--- config.mk ---
export PLATFORM = sky130hd
export DESIGN_NAME = hdlc_datalink_buffer_count
export DESIGN_NICKNAME = d
export VERILOG_FILES = /design/src/hdlc_datalink_buffer_count.v /design/src/hdlc_rx_counter.v /design/src/hdlc_tx_counter.v
export VERILOG_INCLUDE_DIRS = /design/src /design/src/src
export SDC_FILE = /design/constraint.sdc
export NUM_CORES = 1
export LEC_CHECK = 0
export BUFFER_PORTS_ARGS = -buffer_cell sky130_fd_sc_hd__buf_2
export CAP_MARGIN = 20
export CORE_MARGIN = 2
export CORE_UTILIZATION = 54
export CTS_CLUSTER_DIAMETER = 30
export DETAILED_ROUTE_END_ITERATION = 8
export PLACE_DENSITY = 0.81
export SKIP_CTS_REPAIR_TIMING = 1
export SLEW_MARGIN = 10
export SYNTH_ARGS = -nofsm -noshare
export SYNTH_HDL_FRONTEND = slang
export SYNTH_HIERARCHICAL = 1
export SYNTH_SLANG_ARGS = --single-unit
--- constraint.sdc ---
create_clock -name REF_CLK_IN -period 2.8 [get_ports REF_CLK_IN]
set_input_delay 0.56 -clock REF_CLK_IN [delete_from_list [all_inputs] [get_ports REF_CLK_IN]]
set_output_delay 0.56 -clock REF_CLK_IN [all_outputs]
set_load 0.02 [all_outputs]
--- src/hdlc_link_regs.vh ---
// register map, field layout and reset values of the data-link buffer and count block
// Behaviour
// RULE1 - a write of the select bit picks transmit buffer 0 or 1 as the source of the next message.
// RULE2 - a read of the select bit returns the next free transmit buffer, 0 at 0x0600 and 1 at 0x0700.
// RULE3 - while one buffer is still in use the select bit reads the other one, and software may not select the busy one.
// RULE4 - in bit pattern mode the transmit count sets the repetitions, after which the end-of-transfer event fires and sending stops.
// RULE5 - in bit pattern mode a transmit count of zero repeats the pattern without limit.
// RULE6 - in message mode the transmit count is the length in octets with header but without frame check octets.
// RULE7 - the receive pointer bit shows which receive buffer holds the newest message.
// RULE8 - in bit pattern mode the receive count sets how many repetitions raise the receive end-of-transfer event.
// RULE9 - in bit pattern mode a receive count of zero receives forever and raises no receive event.
// RULE10 - in message mode the receive count reports the stored message size including header and frame check octets.
// RULE11 - the signalling type bit selects bit pattern mode at 0 and message mode at 1.
// RULE12 - with frame check enabled in message mode the transmitter appends frame check octets.
// RULE13 - after reset both counts read zero, transmit buffer 0 is selected and receive buffer 0 indicated.
`ifndef HDLC_LINK_REGS_VH
`define HDLC_LINK_REGS_VH
`define ADDR_TX_SEL_COUNT   12'h000
`define ADDR_RX_PTR_COUNT   12'h004
`define ADDR_LINK_CTRL      12'h008
`define ADDR_IRQ_STATUS     12'h00C
`define ADDR_IRQ_MASK       12'h010
`define TX_BUF0_BASE        16'h0600
`define TX_BUF1_BASE        16'h0700
`define BIT_BUF_SEL         7
`define BIT_MODE_SEL        0
`define BIT_FCS_EN          1
`define BIT_IRQ_TX_EOT      0
`define BIT_IRQ_RX_EOT      1
`define FCS_OCTETS          8'h02
`define RST_TX_SEL_COUNT    8'h00
`define RST_RX_PTR_COUNT    8'h00
`define RST_LINK_CTRL       2'h0
`endif

--- src/hdlc_datalink_buffer_count.v ---
// apb register file and glue for the first data-link buffer select and count block
//
// The implementer's own choices: the APB interface to the registers and the address map.
`timescale 1ns/1ns
`default_nettype none
`include "hdlc_link_regs.vh"
module hdlc_datalink_buffer_count #(
  parameter CW = 7
) (
  input  wire          REF_CLK_IN,
  input  wire          RST_N_IN,
  input  wire          PSEL_IN,
  input  wire          PENABLE_IN,
  input  wire          PWRITE_IN,
  input  wire [11:0]   PADDR_IN,
  input  wire [31:0]   PWDATA_IN,
  output reg  [31:0]   PRDATA_OUT,
  output wire          PREADY_OUT,
  output wire          PSLVERR_OUT,
  input  wire          TX_UNIT_DONE_IN,
  input  wire          RX_PATTERN_IN,
  input  wire          RX_MSG_DONE_IN,
  input  wire [CW-1:0] RX_MSG_SIZE_IN,
  input  wire          RX_MSG_BUF_IN,
  output wire          TX_BUSY_OUT,
  output wire          TX_BUSY_BUF_OUT,
  output wire          TX_MSG_MODE_OUT,
  output wire          TX_IN_FCS_OUT,
  output wire          IRQ_OUT
);
  reg  [CW-1:0] tx_length_repeat_count;
  reg  [CW-1:0] rx_length_repeat_count;
  reg           rx_newest_buffer_pointer;
  reg           signalling_type_select;
  reg           frame_check_append_enable;
  reg  [1:0]    irq_status;
  reg  [1:0]    irq_mask;
  reg  [1:0]    next_irq_status;
  reg           tx_start;
  reg           tx_start_buf;
  reg           tx_buffer_free_select;
  wire          tx_busy;
  wire          tx_busy_buf;
  wire          tx_in_fcs;
  wire          tx_end_of_transfer_irq;
  wire          rx_end_of_transfer_irq;
  wire          rx_store;
  wire [CW-1:0] rx_size;
  wire          rx_buf;
  wire          wr;
  wire          rd_ok;
  wire          mapped;

  assign wr          = PSEL_IN && PENABLE_IN && PWRITE_IN;
  assign PREADY_OUT  = 1'b1;
  assign mapped      = (PADDR_IN == `ADDR_TX_SEL_COUNT) || (PADDR_IN == `ADDR_RX_PTR_COUNT) ||
                       (PADDR_IN == `ADDR_LINK_CTRL) || (PADDR_IN == `ADDR_IRQ_STATUS) ||
                       (PADDR_IN == `ADDR_IRQ_MASK);
  assign PSLVERR_OUT = PSEL_IN && PENABLE_IN && !mapped;
  assign rd_ok       = 1'b1;

  // the free buffer is the one not held by a message in flight
  always @* begin
    if (tx_busy)
      tx_buffer_free_select = ~tx_busy_buf; // RULE3
    else
      tx_buffer_free_select = tx_start_buf; // RULE2
  end

  always @(posedge REF_CLK_IN or negedge RST_N_IN) begin
    if (!RST_N_IN) begin
      tx_length_repeat_count    <= {CW{1'b0}}; // RULE13
      rx_length_repeat_count    <= {CW{1'b0}};
      rx_newest_buffer_pointer  <= 1'b0;
      signalling_type_select    <= 1'b0;
      frame_check_append_enable <= 1'b0;
      irq_mask                  <= 2'h0;
      tx_start                  <= 1'b0;
      tx_start_buf              <= 1'b0;
    end else begin
      tx_start <= 1'b0;
      if (wr && PADDR_IN == `ADDR_TX_SEL_COUNT) begin
        tx_length_repeat_count <= PWDATA_IN[CW-1:0]; // RULE6
        // selecting the busy buffer starts nothing, though the count field is still written and the message keeps running
        if (!(tx_busy && PWDATA_IN[`BIT_BUF_SEL] == tx_busy_buf)) begin // RULE3
          tx_start     <= 1'b1; // RULE1
          tx_start_buf <= PWDATA_IN[`BIT_BUF_SEL];
        end
      end
      if (wr && PADDR_IN == `ADDR_LINK_CTRL) begin
        signalling_type_select    <= PWDATA_IN[`BIT_MODE_SEL]; // RULE11
        frame_check_append_enable <= PWDATA_IN[`BIT_FCS_EN];   // RULE12
      end
      if (wr && PADDR_IN == `ADDR_IRQ_MASK)
        irq_mask <= PWDATA_IN[1:0];
      // hardware capture beats a software write in the same cycle
      if (rx_store) begin
        rx_length_repeat_count   <= rx_size; // RULE10
        rx_newest_buffer_pointer <= rx_buf;  // RULE7
      end else if (wr && PADDR_IN == `ADDR_RX_PTR_COUNT) begin
        rx_length_repeat_count   <= PWDATA_IN[CW-1:0]; // RULE8
        rx_newest_buffer_pointer <= PWDATA_IN[`BIT_BUF_SEL];
      end
    end
  end

  always @* begin
    next_irq_status = irq_status;
    if (wr && PADDR_IN == `ADDR_IRQ_STATUS)
      next_irq_status = irq_status & ~PWDATA_IN[1:0];
    next_irq_status[`BIT_IRQ_TX_EOT] = next_irq_status[`BIT_IRQ_TX_EOT] | tx_end_of_transfer_irq;
    next_irq_status[`BIT_IRQ_RX_EOT] = next_irq_status[`BIT_IRQ_RX_EOT] | rx_end_of_transfer_irq;
  end

  always @(posedge REF_CLK_IN or negedge RST_N_IN) begin
    if (!RST_N_IN)
      irq_status <= 2'h0;
    else
      irq_status <= next_irq_status;
  end

  assign IRQ_OUT = |(irq_status & irq_mask);

  always @(posedge REF_CLK_IN or negedge RST_N_IN) begin
    if (!RST_N_IN) begin
      PRDATA_OUT <= 32'h00000000;
    end else if (PSEL_IN && !PENABLE_IN && !PWRITE_IN && rd_ok) begin
      case (PADDR_IN)
        `ADDR_TX_SEL_COUNT:
          PRDATA_OUT <= {24'h000000, tx_buffer_free_select, tx_length_repeat_count}; // RULE2
        `ADDR_RX_PTR_COUNT:
          PRDATA_OUT <= {24'h000000, rx_newest_buffer_pointer, rx_length_repeat_count};
        `ADDR_LINK_CTRL:
          PRDATA_OUT <= {30'h00000000, frame_check_append_enable, signalling_type_select};
        `ADDR_IRQ_STATUS:
          PRDATA_OUT <= {30'h00000000, irq_status};
        `ADDR_IRQ_MASK:
          PRDATA_OUT <= {30'h00000000, irq_mask};
        default:
          PRDATA_OUT <= 32'h00000000;
      endcase
    end
  end

  hdlc_tx_counter #(
    .CW(CW)
  ) u_tx (
    .clk_in       (REF_CLK_IN),
    .rst_n_in     (RST_N_IN),
    .start_in     (tx_start),
    .start_buf_in (tx_start_buf),
    .count_in     (tx_length_repeat_count),
    .msg_mode_in  (signalling_type_select),
    .fcs_en_in    (frame_check_append_enable),
    .unit_done_in (TX_UNIT_DONE_IN),
    .busy_out     (tx_busy),
    .busy_buf_out (tx_busy_buf),
    .in_fcs_out   (tx_in_fcs),
    .eot_out      (tx_end_of_transfer_irq)
  );

  hdlc_rx_counter #(
    .CW(CW)
  ) u_rx (
    .clk_in          (REF_CLK_IN),
    .rst_n_in        (RST_N_IN),
    .msg_mode_in     (signalling_type_select),
    .repeat_limit_in (rx_length_repeat_count),
    .pattern_in      (RX_PATTERN_IN),
    .msg_done_in     (RX_MSG_DONE_IN),
    .msg_size_in     (RX_MSG_SIZE_IN),
    .msg_buf_in      (RX_MSG_BUF_IN),
    .eot_out         (rx_end_of_transfer_irq),
    .store_out       (rx_store),
    .size_out        (rx_size),
    .buf_out         (rx_buf)
  );

  assign TX_BUSY_OUT     = tx_busy;
  assign TX_BUSY_BUF_OUT = tx_busy_buf;
  assign TX_MSG_MODE_OUT = signalling_type_select;
  assign TX_IN_FCS_OUT   = tx_in_fcs;
endmodule
`default_nettype wire

--- src/hdlc_rx_counter.v ---
// receive side: newest-buffer pointer, size capture and repeat counting
`timescale 1ns/1ns
`default_nettype none
`include "hdlc_link_regs.vh"
module hdlc_rx_counter #(
  parameter CW = 7
) (
  input  wire          clk_in,
  input  wire          rst_n_in,
  input  wire          msg_mode_in,
  input  wire [CW-1:0] repeat_limit_in,
  input  wire          pattern_in,
  input  wire          msg_done_in,
  input  wire [CW-1:0] msg_size_in,
  input  wire          msg_buf_in,
  output reg           eot_out,
  output reg           store_out,
  output reg  [CW-1:0] size_out,
  output reg           buf_out
);
  reg [CW-1:0] seen;

  always @(posedge clk_in or negedge rst_n_in) begin
    if (!rst_n_in) begin
      seen      <= {CW{1'b0}};
      eot_out   <= 1'b0;
      store_out <= 1'b0;
      size_out  <= {CW{1'b0}};
      buf_out   <= 1'b0;
    end else begin
      eot_out   <= 1'b0;
      store_out <= 1'b0;
      if (msg_mode_in && msg_done_in) begin
        store_out <= 1'b1;
        size_out  <= msg_size_in; // RULE10
        buf_out   <= msg_buf_in;  // RULE7
        eot_out   <= 1'b1;
      end else if (!msg_mode_in && pattern_in && repeat_limit_in != {CW{1'b0}}) begin // RULE9
        if (seen + 1'b1 == repeat_limit_in) begin
          eot_out <= 1'b1; // RULE8
          seen    <= {CW{1'b0}};
        end else begin
          seen <= seen + 1'b1;
        end
      end
    end
  end
endmodule
`default_nettype wire

--- src/hdlc_tx_counter.v ---
// transmit side: buffer ownership and length or repeat counting
`timescale 1ns/1ns
`default_nettype none
`include "hdlc_link_regs.vh"
module hdlc_tx_counter #(
  parameter CW = 7
) (
  input  wire          clk_in,
  input  wire          rst_n_in,
  input  wire          start_in,
  input  wire          start_buf_in,
  input  wire [CW-1:0] count_in,
  input  wire          msg_mode_in,
  input  wire          fcs_en_in,
  input  wire          unit_done_in,
  output reg           busy_out,
  output reg           busy_buf_out,
  output reg           in_fcs_out,
  output reg           eot_out
);
  reg [7:0] sent;
  reg [7:0] limit;

  always @* begin
    if (msg_mode_in && fcs_en_in)
      limit = {1'b0, count_in} + `FCS_OCTETS; // RULE6 RULE12
    else
      limit = {1'b0, count_in};
  end

  always @(posedge clk_in or negedge rst_n_in) begin
    if (!rst_n_in) begin
      busy_out     <= 1'b0;
      busy_buf_out <= 1'b0;
      sent         <= 8'h00;
      eot_out      <= 1'b0;
      in_fcs_out   <= 1'b0;
    end else begin
      eot_out <= 1'b0;
      if (start_in && !busy_out) begin
        busy_out     <= 1'b1;
        busy_buf_out <= start_buf_in; // RULE1
        sent         <= 8'h00;
        in_fcs_out   <= 1'b0;
      end else if (busy_out && unit_done_in) begin
        // zero count in pattern mode repeats until a nonzero count, message mode or reset
        if (!msg_mode_in && count_in == {CW{1'b0}}) begin
          sent <= 8'h00; // RULE5
        end else if (sent + 8'h01 >= limit) begin
          busy_out   <= 1'b0; // RULE4
          eot_out    <= 1'b1;
          sent       <= 8'h00;
          // leaving the check octets with the frame, not at the next start
          in_fcs_out <= 1'b0; // RULE12
        end else begin
          sent       <= sent + 8'h01;
          in_fcs_out <= msg_mode_in && fcs_en_in && (sent + 8'h01 >= {1'b0, count_in});
        end
      end
    end
  end
endmodule
`default_nettype wire
==> results of run 1 <==
==> through the flow <==
step,hold WS [ns],instance area [sq um]
4_1_cts,0.243,4290
3_3_place_gp,0.456,4100
6_report,0.238,4290
2_1_floorplan,0.264,3890
5_1_grt,0.290,4290
3_5_place_dp,0.465,4100
==> layer usage <==
layer / wire, um / GRT usage, % / vias to the layer above
met5: 0 / 0 / -
met2: 3880 / 34.4 / 95
li1: - / - / 1368
met1: 3450 / 30.6 / 1397
met4: 201 / 10.9 / 0
met3: 472 / 3.86 / 16
==> worst paths after layout <==
check / endpoint / slack (ns) / startpoint
worst max-delay path: u_tx/sent[2]$_DFFE_PN0P_ / 0.26 / frame_check_append_enable$_DFFE_PN0P_
worst min-delay path: u_tx/sent[7]$_DFFE_PN0P_ / 0.24 / RST_N_IN
worst max register to register: u_tx/sent[2]$_DFFE_PN0P_ / 0.26 / frame_check_append_enable$_DFFE_PN0P_
worst min register to register: PRDATA_OUT[7]$_DFFE_PN0P_ / 0.47 / PRDATA_OUT[7]$_DFFE_PN0P_
max in group asynchronous: PRDATA_OUT[4]$_DFFE_PN0P_ / 1.96 / RST_N_IN
min in group REF_CLK_IN: u_rx/size_out[5]$_DFFE_PN0P_ / 0.44 / RX_MSG_SIZE_IN[5]
==> cells by family after synthesis <==
group,after synthesis
flops,60
buf+inv,41
mux,41
fa+ha+maj,17
other cells,2
simple gates,107
xor+xnor,21
compound gates,64
==> where the power goes <==
| part | switching, W | internal, W | total, W |
|---|---|---|---|
| Combinational | 0.000177 | 0.000133 | 0.000310 |
| Clock | 0.000386 | 0.000350 | 0.000736 |
| Sequential | 0.0000445 | 0.000898 | 0.000943 |
==> sequential cells by signal, indices dropped and copies added, names as in the netlist, 2 cells and up <==
name / cells
u_rx/seen: 7
irq_mask: 2
u_tx/sent: 8
tx_length_repeat_count: 7
u_rx/size_out: 7
rx_length_repeat_count: 7
irq_status: 2
PRDATA_OUT: 8
==> cell usage in the layout (no fill, tap or decap), types with 11 or more instances in the layout <==
cell type	synthesis	routed
mux2_2	21	21
nand2_1	30	30
mux2i_1	16	16
xnor2_1	16	16
dfrtp_1	60	60
nand3_1	11	11
conb_1	2	25
o21ai_0	17	17
nor2_1	11	11
ha_1	17	17
buf_2	0	49
==> layout make-up <==
class                   count  area, sq um
multi-input cells         275         2110
inverters                   7         26.3
clock inverters             6         48.8
fillers                   573         2510
well taps                  96          120
clock buffers              10          138
repair buffers             60          340
flip-flops and latches     60         1500
==> key figures, run 1 <==
Logic synthesis
  • Post-synth ARST share: 100%
  • Largest family of logic cells by synthesized area: simple AND/OR/NAND/NOR gates
  • Mapped Cells: 353
  • Mapped Area: 3810 sq um
  • Post-Synth Adder-Cell Area: 5.59%
  • EDFF count, synth: 0
  • Synth top area share: 39.4%
  • Yosys reg bits: 60
  • Synth Area in Simple Gates: 17.9%
  • Post-synthesis average cell area: 10.8 sq um
  • Post-synthesis sequential area ratio: 39.4%
  • XOR/XNOR share of the synthesized area: 4.83%
  • Synth cell types: 60
  • Mux cell area share after synthesis: 12.4%
  • Ys Warns: 6
  • Commonest cells in the netlist: dfrtp_1, nand2_1, buf_4
  • Top_reg_cell synth: dfrtp_1
  • Cell accounting for the most synthesized area: dfrtp_1
  • Most common cell in the synthesized netlist: dfrtp_1
  • Area contributors post-synth: dfrtp_1, mux2_2, ha_1
  • Post-synthesis compound-gate area fraction: 12.3%

Clocking
  • Clock sinks: 60
  • Root Driver: clkbuf_8
  • Skew-Pair Late Insertion Delay: 0.35 ns
  • Buffer levels on the longest clock path: 2
  • H-tree depth: 3
  • Num CTS Buffers: 9
  • Clock slew at reported path FFs: 0.08 ns
  • CTS tree: yes

Power
  • Static Leak: 2.10 nW
  • Power Total: 0.00199 W
  • Cell Pwr Density: 464 nW/um^2
  • Peak VDD IR: 297 uV

Place
  • DP HPWL: 6.01 mm
  • RePlAce Congestion: 0.869
  • Pre-CTS setup slack: 0.308 ns
  • Placed cells: 498
  • Port Buffers: 49

Floorplanning
  • Total I/O pin count: 99
  • Core area: 6790 sq um
  • # rows: 30
  • Chip Width: 88.0 um
  • Initial Utilization: 56.0%
  • Die Y: 88.0 um
  • Die ar.: 7740 sq um

Critical path
  • Stages on the worst setup path: 12
  • Crit start category: flip-flop
  • Max stage delay on crit path: 0.37 ns
  • Reg2Reg Depth: 12
  • Worst-path maximum fanout: 8
  • CP delay by family, top: simple AND/OR/NAND/NOR gates
  • Crit path buf inv count: 2
  • Critical setup path kind: reg2reg
  • CP cell instances: and2_1, nand2_1, nor3_1, nand3_1, ha_1, and4_1, nand2_1, o21ai_0, buf_4, nor4_4, buf_4, a22o_2
  • Crit-path slowest cell: dfrtp_1
  • Crit. End Element: flip-flop
  • CP Data Required Time: 3.03 ns
  • CP arrival: 2.77 ns

Detailed routing
  • 1st-iter DRT viols: 235
  • Via density per instance: 5.60
  • DRT Pass-1 Iters: 4
  • Total number of vias: 2876
  • Total Routed Length: 8.01 mm
  • DRC Markers: 0
  • Antenna Nets Post-Route: 0
  • Per-cell routed wire length: 15.6 um

Cells and area
  • Layout cells sized above 1: 29.4%
  • Antenna cell count: 0
  • Non-Filler Instances: 514
  • Area grow syn2layout: 12.6%
  • Nets: 490
  • Core Util, Final: 63.1%

STA
  • Final hold vios: 0
  • Max frequency: 394 MHz
  • Worst-Margin Slew: 0.733 ns
  • Slew Viols, Final: 0
  • Clk_skew: 0.00897 ns
  • Worst Slack Setup Final: 0.261 ns
  • Tmin final: 2.54 ns
  • Post-route clock period utilization: 90.7%
  • Setup tns final: 0 ns
  • Slew Limit Headroom: 51.1%
  • RSZ-0062 raised after global routing: no
  • Setup Viol. Count Final: 0

Global routing
  • First-pass GRT wire length: 13.2 mm
  • GRT overflow: 0
  • Initial antenna violation count: 0
  • Vias in the first global route: 2787
  • Gr usage total: 22.3%
  • Largest net degree at the start of global routing: 33

Hold path
  • Hold crit path type: in2async

Status
  • Status: finished clean

Job
  • Max-cap viol count: 0
Power figures use the tool's default switching activity.
==> run 2, diff against run 1 <==
--- a/config.mk
+++ b/config.mk
@@ -6,13 +6,13 @@
 export SDC_FILE = /design/constraint.sdc
 export NUM_CORES = 1
 export LEC_CHECK = 0
-export BUFFER_PORTS_ARGS = -buffer_cell sky130_fd_sc_hd__buf_2
 export CAP_MARGIN = 20
 export CORE_MARGIN = 2
-export CORE_UTILIZATION = 54
+export CORE_UTILIZATION = 64
 export CTS_CLUSTER_DIAMETER = 30
 export DETAILED_ROUTE_END_ITERATION = 8
-export PLACE_DENSITY = 0.81
+export DONT_BUFFER_PORTS = 1
+export PLACE_DENSITY = 0.8
 export SKIP_CTS_REPAIR_TIMING = 1
 export SLEW_MARGIN = 10
 export SYNTH_ARGS = -nofsm -noshare
==> key figures, run 2 (synthesis gave the netlist of run 1 again) <==
Cells and area
  • Commonest non-fill, non-tap cell in the layout: dfrtp_1
  • Final Cell Area: 4020 sq um
  • Top flop regs: PRDATA_OUT: 8 flops, u_tx/sent: 8 flops
  • Register area: 1500 sq um
  • Nets: 438
  • Antenna cell count: 0
  • Area grow syn2layout: 5.56%
  • Area of the multi-input gates: 2120 sq um
  • Fillers: 451
  • Most frequent cells in the layout: dfrtp_1, nand2_1, conb_1, mux2_2, ha_1
  • Layout cells sized above 1: 19.7%

Global routing
  • Initial antenna violation count: 0
  • GRT overflow: 0
  • Gr usage total: 25.0%
  • Largest net degree at the start of global routing: 61
  • First-pass GRT wire length: 12.4 mm
  • Vias in the first global route: 2590

Status
  • Status: finished clean

Clocking
  • Buffer levels on the longest clock path: 2
  • Skew-Pair Late Insertion Delay: 0.35 ns
  • Root Driver: clkbuf_8
  • Num CTS Buffers: 9
  • Clock sinks: 60
  • CTS tree: yes
  • Clock slew at reported path FFs: 0.07 ns
  • H-tree depth: 3

STA
  • Setup Viol. Count Final: 0
  • Clk_skew: 0.00511 ns
  • Slew Limit Headroom: 56.7%
  • Tmin final: 2.63 ns
  • Worst-Margin Slew: 0.649 ns
  • Worst Slack Setup Final: 0.165 ns
  • RSZ-0062 raised after global routing: no
  • Slew Viols, Final: 0
  • Max frequency: 380 MHz
  • Post-route clock period utilization: 94.1%
  • Final hold vios: 0
  • Setup tns final: 0 ns
  • Fin Hold WS: 0.0724 ns

Hold path
  • Hold crit path type: in2async

Place
  • Pre-CTS setup slack: 0.133 ns
  • Port Buffers: 0
  • Area after DPL: 3780 sq um
  • DP HPWL: 5.49 mm
  • RePlAce Congestion: 0.820

Detailed routing
  • DRT Pass-1 Iters: 4
  • Total number of vias: 2681
  • Total Routed Length: 7.54 mm
  • Antenna Nets Post-Route: 0
  • Per-cell routed wire length: 17.1 um
  • Via density per instance: 6.08
  • DRC Markers: 0
  • 1st-iter DRT viols: 163

Critical path
  • RR Startpoint: frame_check_append_enable$_DFFE_PN0P_
  • Crit. End Element: flip-flop
  • Crit start category: flip-flop
  • R2r setup slk: 0.17 ns
  • CP arrival: 2.87 ns
  • Critical setup path kind: reg2reg
  • CP Data Required Time: 3.03 ns
  • Worst-path maximum fanout: 8
  • Reg2Reg Depth: 11
  • Worst reg2reg endpoint: u_tx/sent[7]$_DFFE_PN0P_

Floorplanning
  • Die ar.: 6580 sq um
  • Core area: 5820 sq um
  • Initial Utilization: 65.4%
  • Chip Width: 81.1 um
  • # rows: 28
  • Total I/O pin count: 99
  • Die Y: 81.1 um

Power
  • Cell Pwr Density: 497 nW/um^2
  • Static Leak: 1.88 nW
  • Peak VDD IR: 414 uV

Job
  • Max-cap viol count: 0
-- run 2: cell type report --
type,instances,share of cell area (%)
Multi-Input combinational cell,275,52.7
Sequential cell,60,37.4
Clock buffer,9,3.08
Tap cell,75,2.34
Timing Repair Buffer,8,1.99
Clock inverter,7,1.87
Inverter,7,0.654
-- run 2: how the worst max path moves through the flow --
stage                                               start                     endpoint
global placement    frame_check_append_enable$_DFFE_PN0P_     u_tx/sent[0]$_DFFE_PN0P_
CTS                 frame_check_append_enable$_DFFE_PN0P_     u_tx/sent[0]$_DFFE_PN0P_
detailed placement  frame_check_append_enable$_DFFE_PN0P_     u_tx/sent[0]$_DFFE_PN0P_
finish              frame_check_append_enable$_DFFE_PN0P_     u_tx/sent[7]$_DFFE_PN0P_
global route                     u_tx/sent[0]$_DFFE_PN0P_  u_tx/in_fcs_out$_DFFE_PN0P_
floorplan                     TX_MSG_MODE_OUT$_DFFE_PN0P_     u_tx/sent[0]$_DFFE_PN0P_
-- run 2: metal layers --
metal	GRT usage, %	routed length, um	part of all wire (%)	up-vias
met1	32.8	3390	45	1339
met3	6.00	398	5.3	11
met2	39.9	3670	49	68
met5	0	0	0	-
li1	-	-	-	1263
met4	10.5	82	1.1	0
-- run 2: worst max-delay path, cell delays in order, from the launching register on --
cell and delay (ns):
dfrtp_1 0.37, and2_1 0.29, nand4_1 0.19, nor3_1 0.21, xnor2_1 0.11, ha_1 0.29
and4_1 0.20, nand2_1 0.07, o21ai_1 0.27, nor4_4 0.09, buf_4 0.17, a22o_2 0.26
-- run 2: through the flow --
step / power [W] / utilization [%] / instances
final: 0.00200 / 69.1 / 441
after global routing: 0.00209 / 69.1 / 441
after CTS: 0.00199 / 68.4 / 439
after detailed placement: 0.00120 / 65.0 / 423
after global placement: 0.00119 / 65.0 / 423
after floorplan: 0.00120 / - / 376
-- run 2: power by group --
part           internal [W]  leakage [nW]  total, W  switching, W
sequential         0.000898         0.773  0.000944     0.0000459
combinational      0.000117          1.01  0.000263      0.000147
clock              0.000413        0.0918  0.000789      0.000376
total               0.00143          1.88   0.00200      0.000569
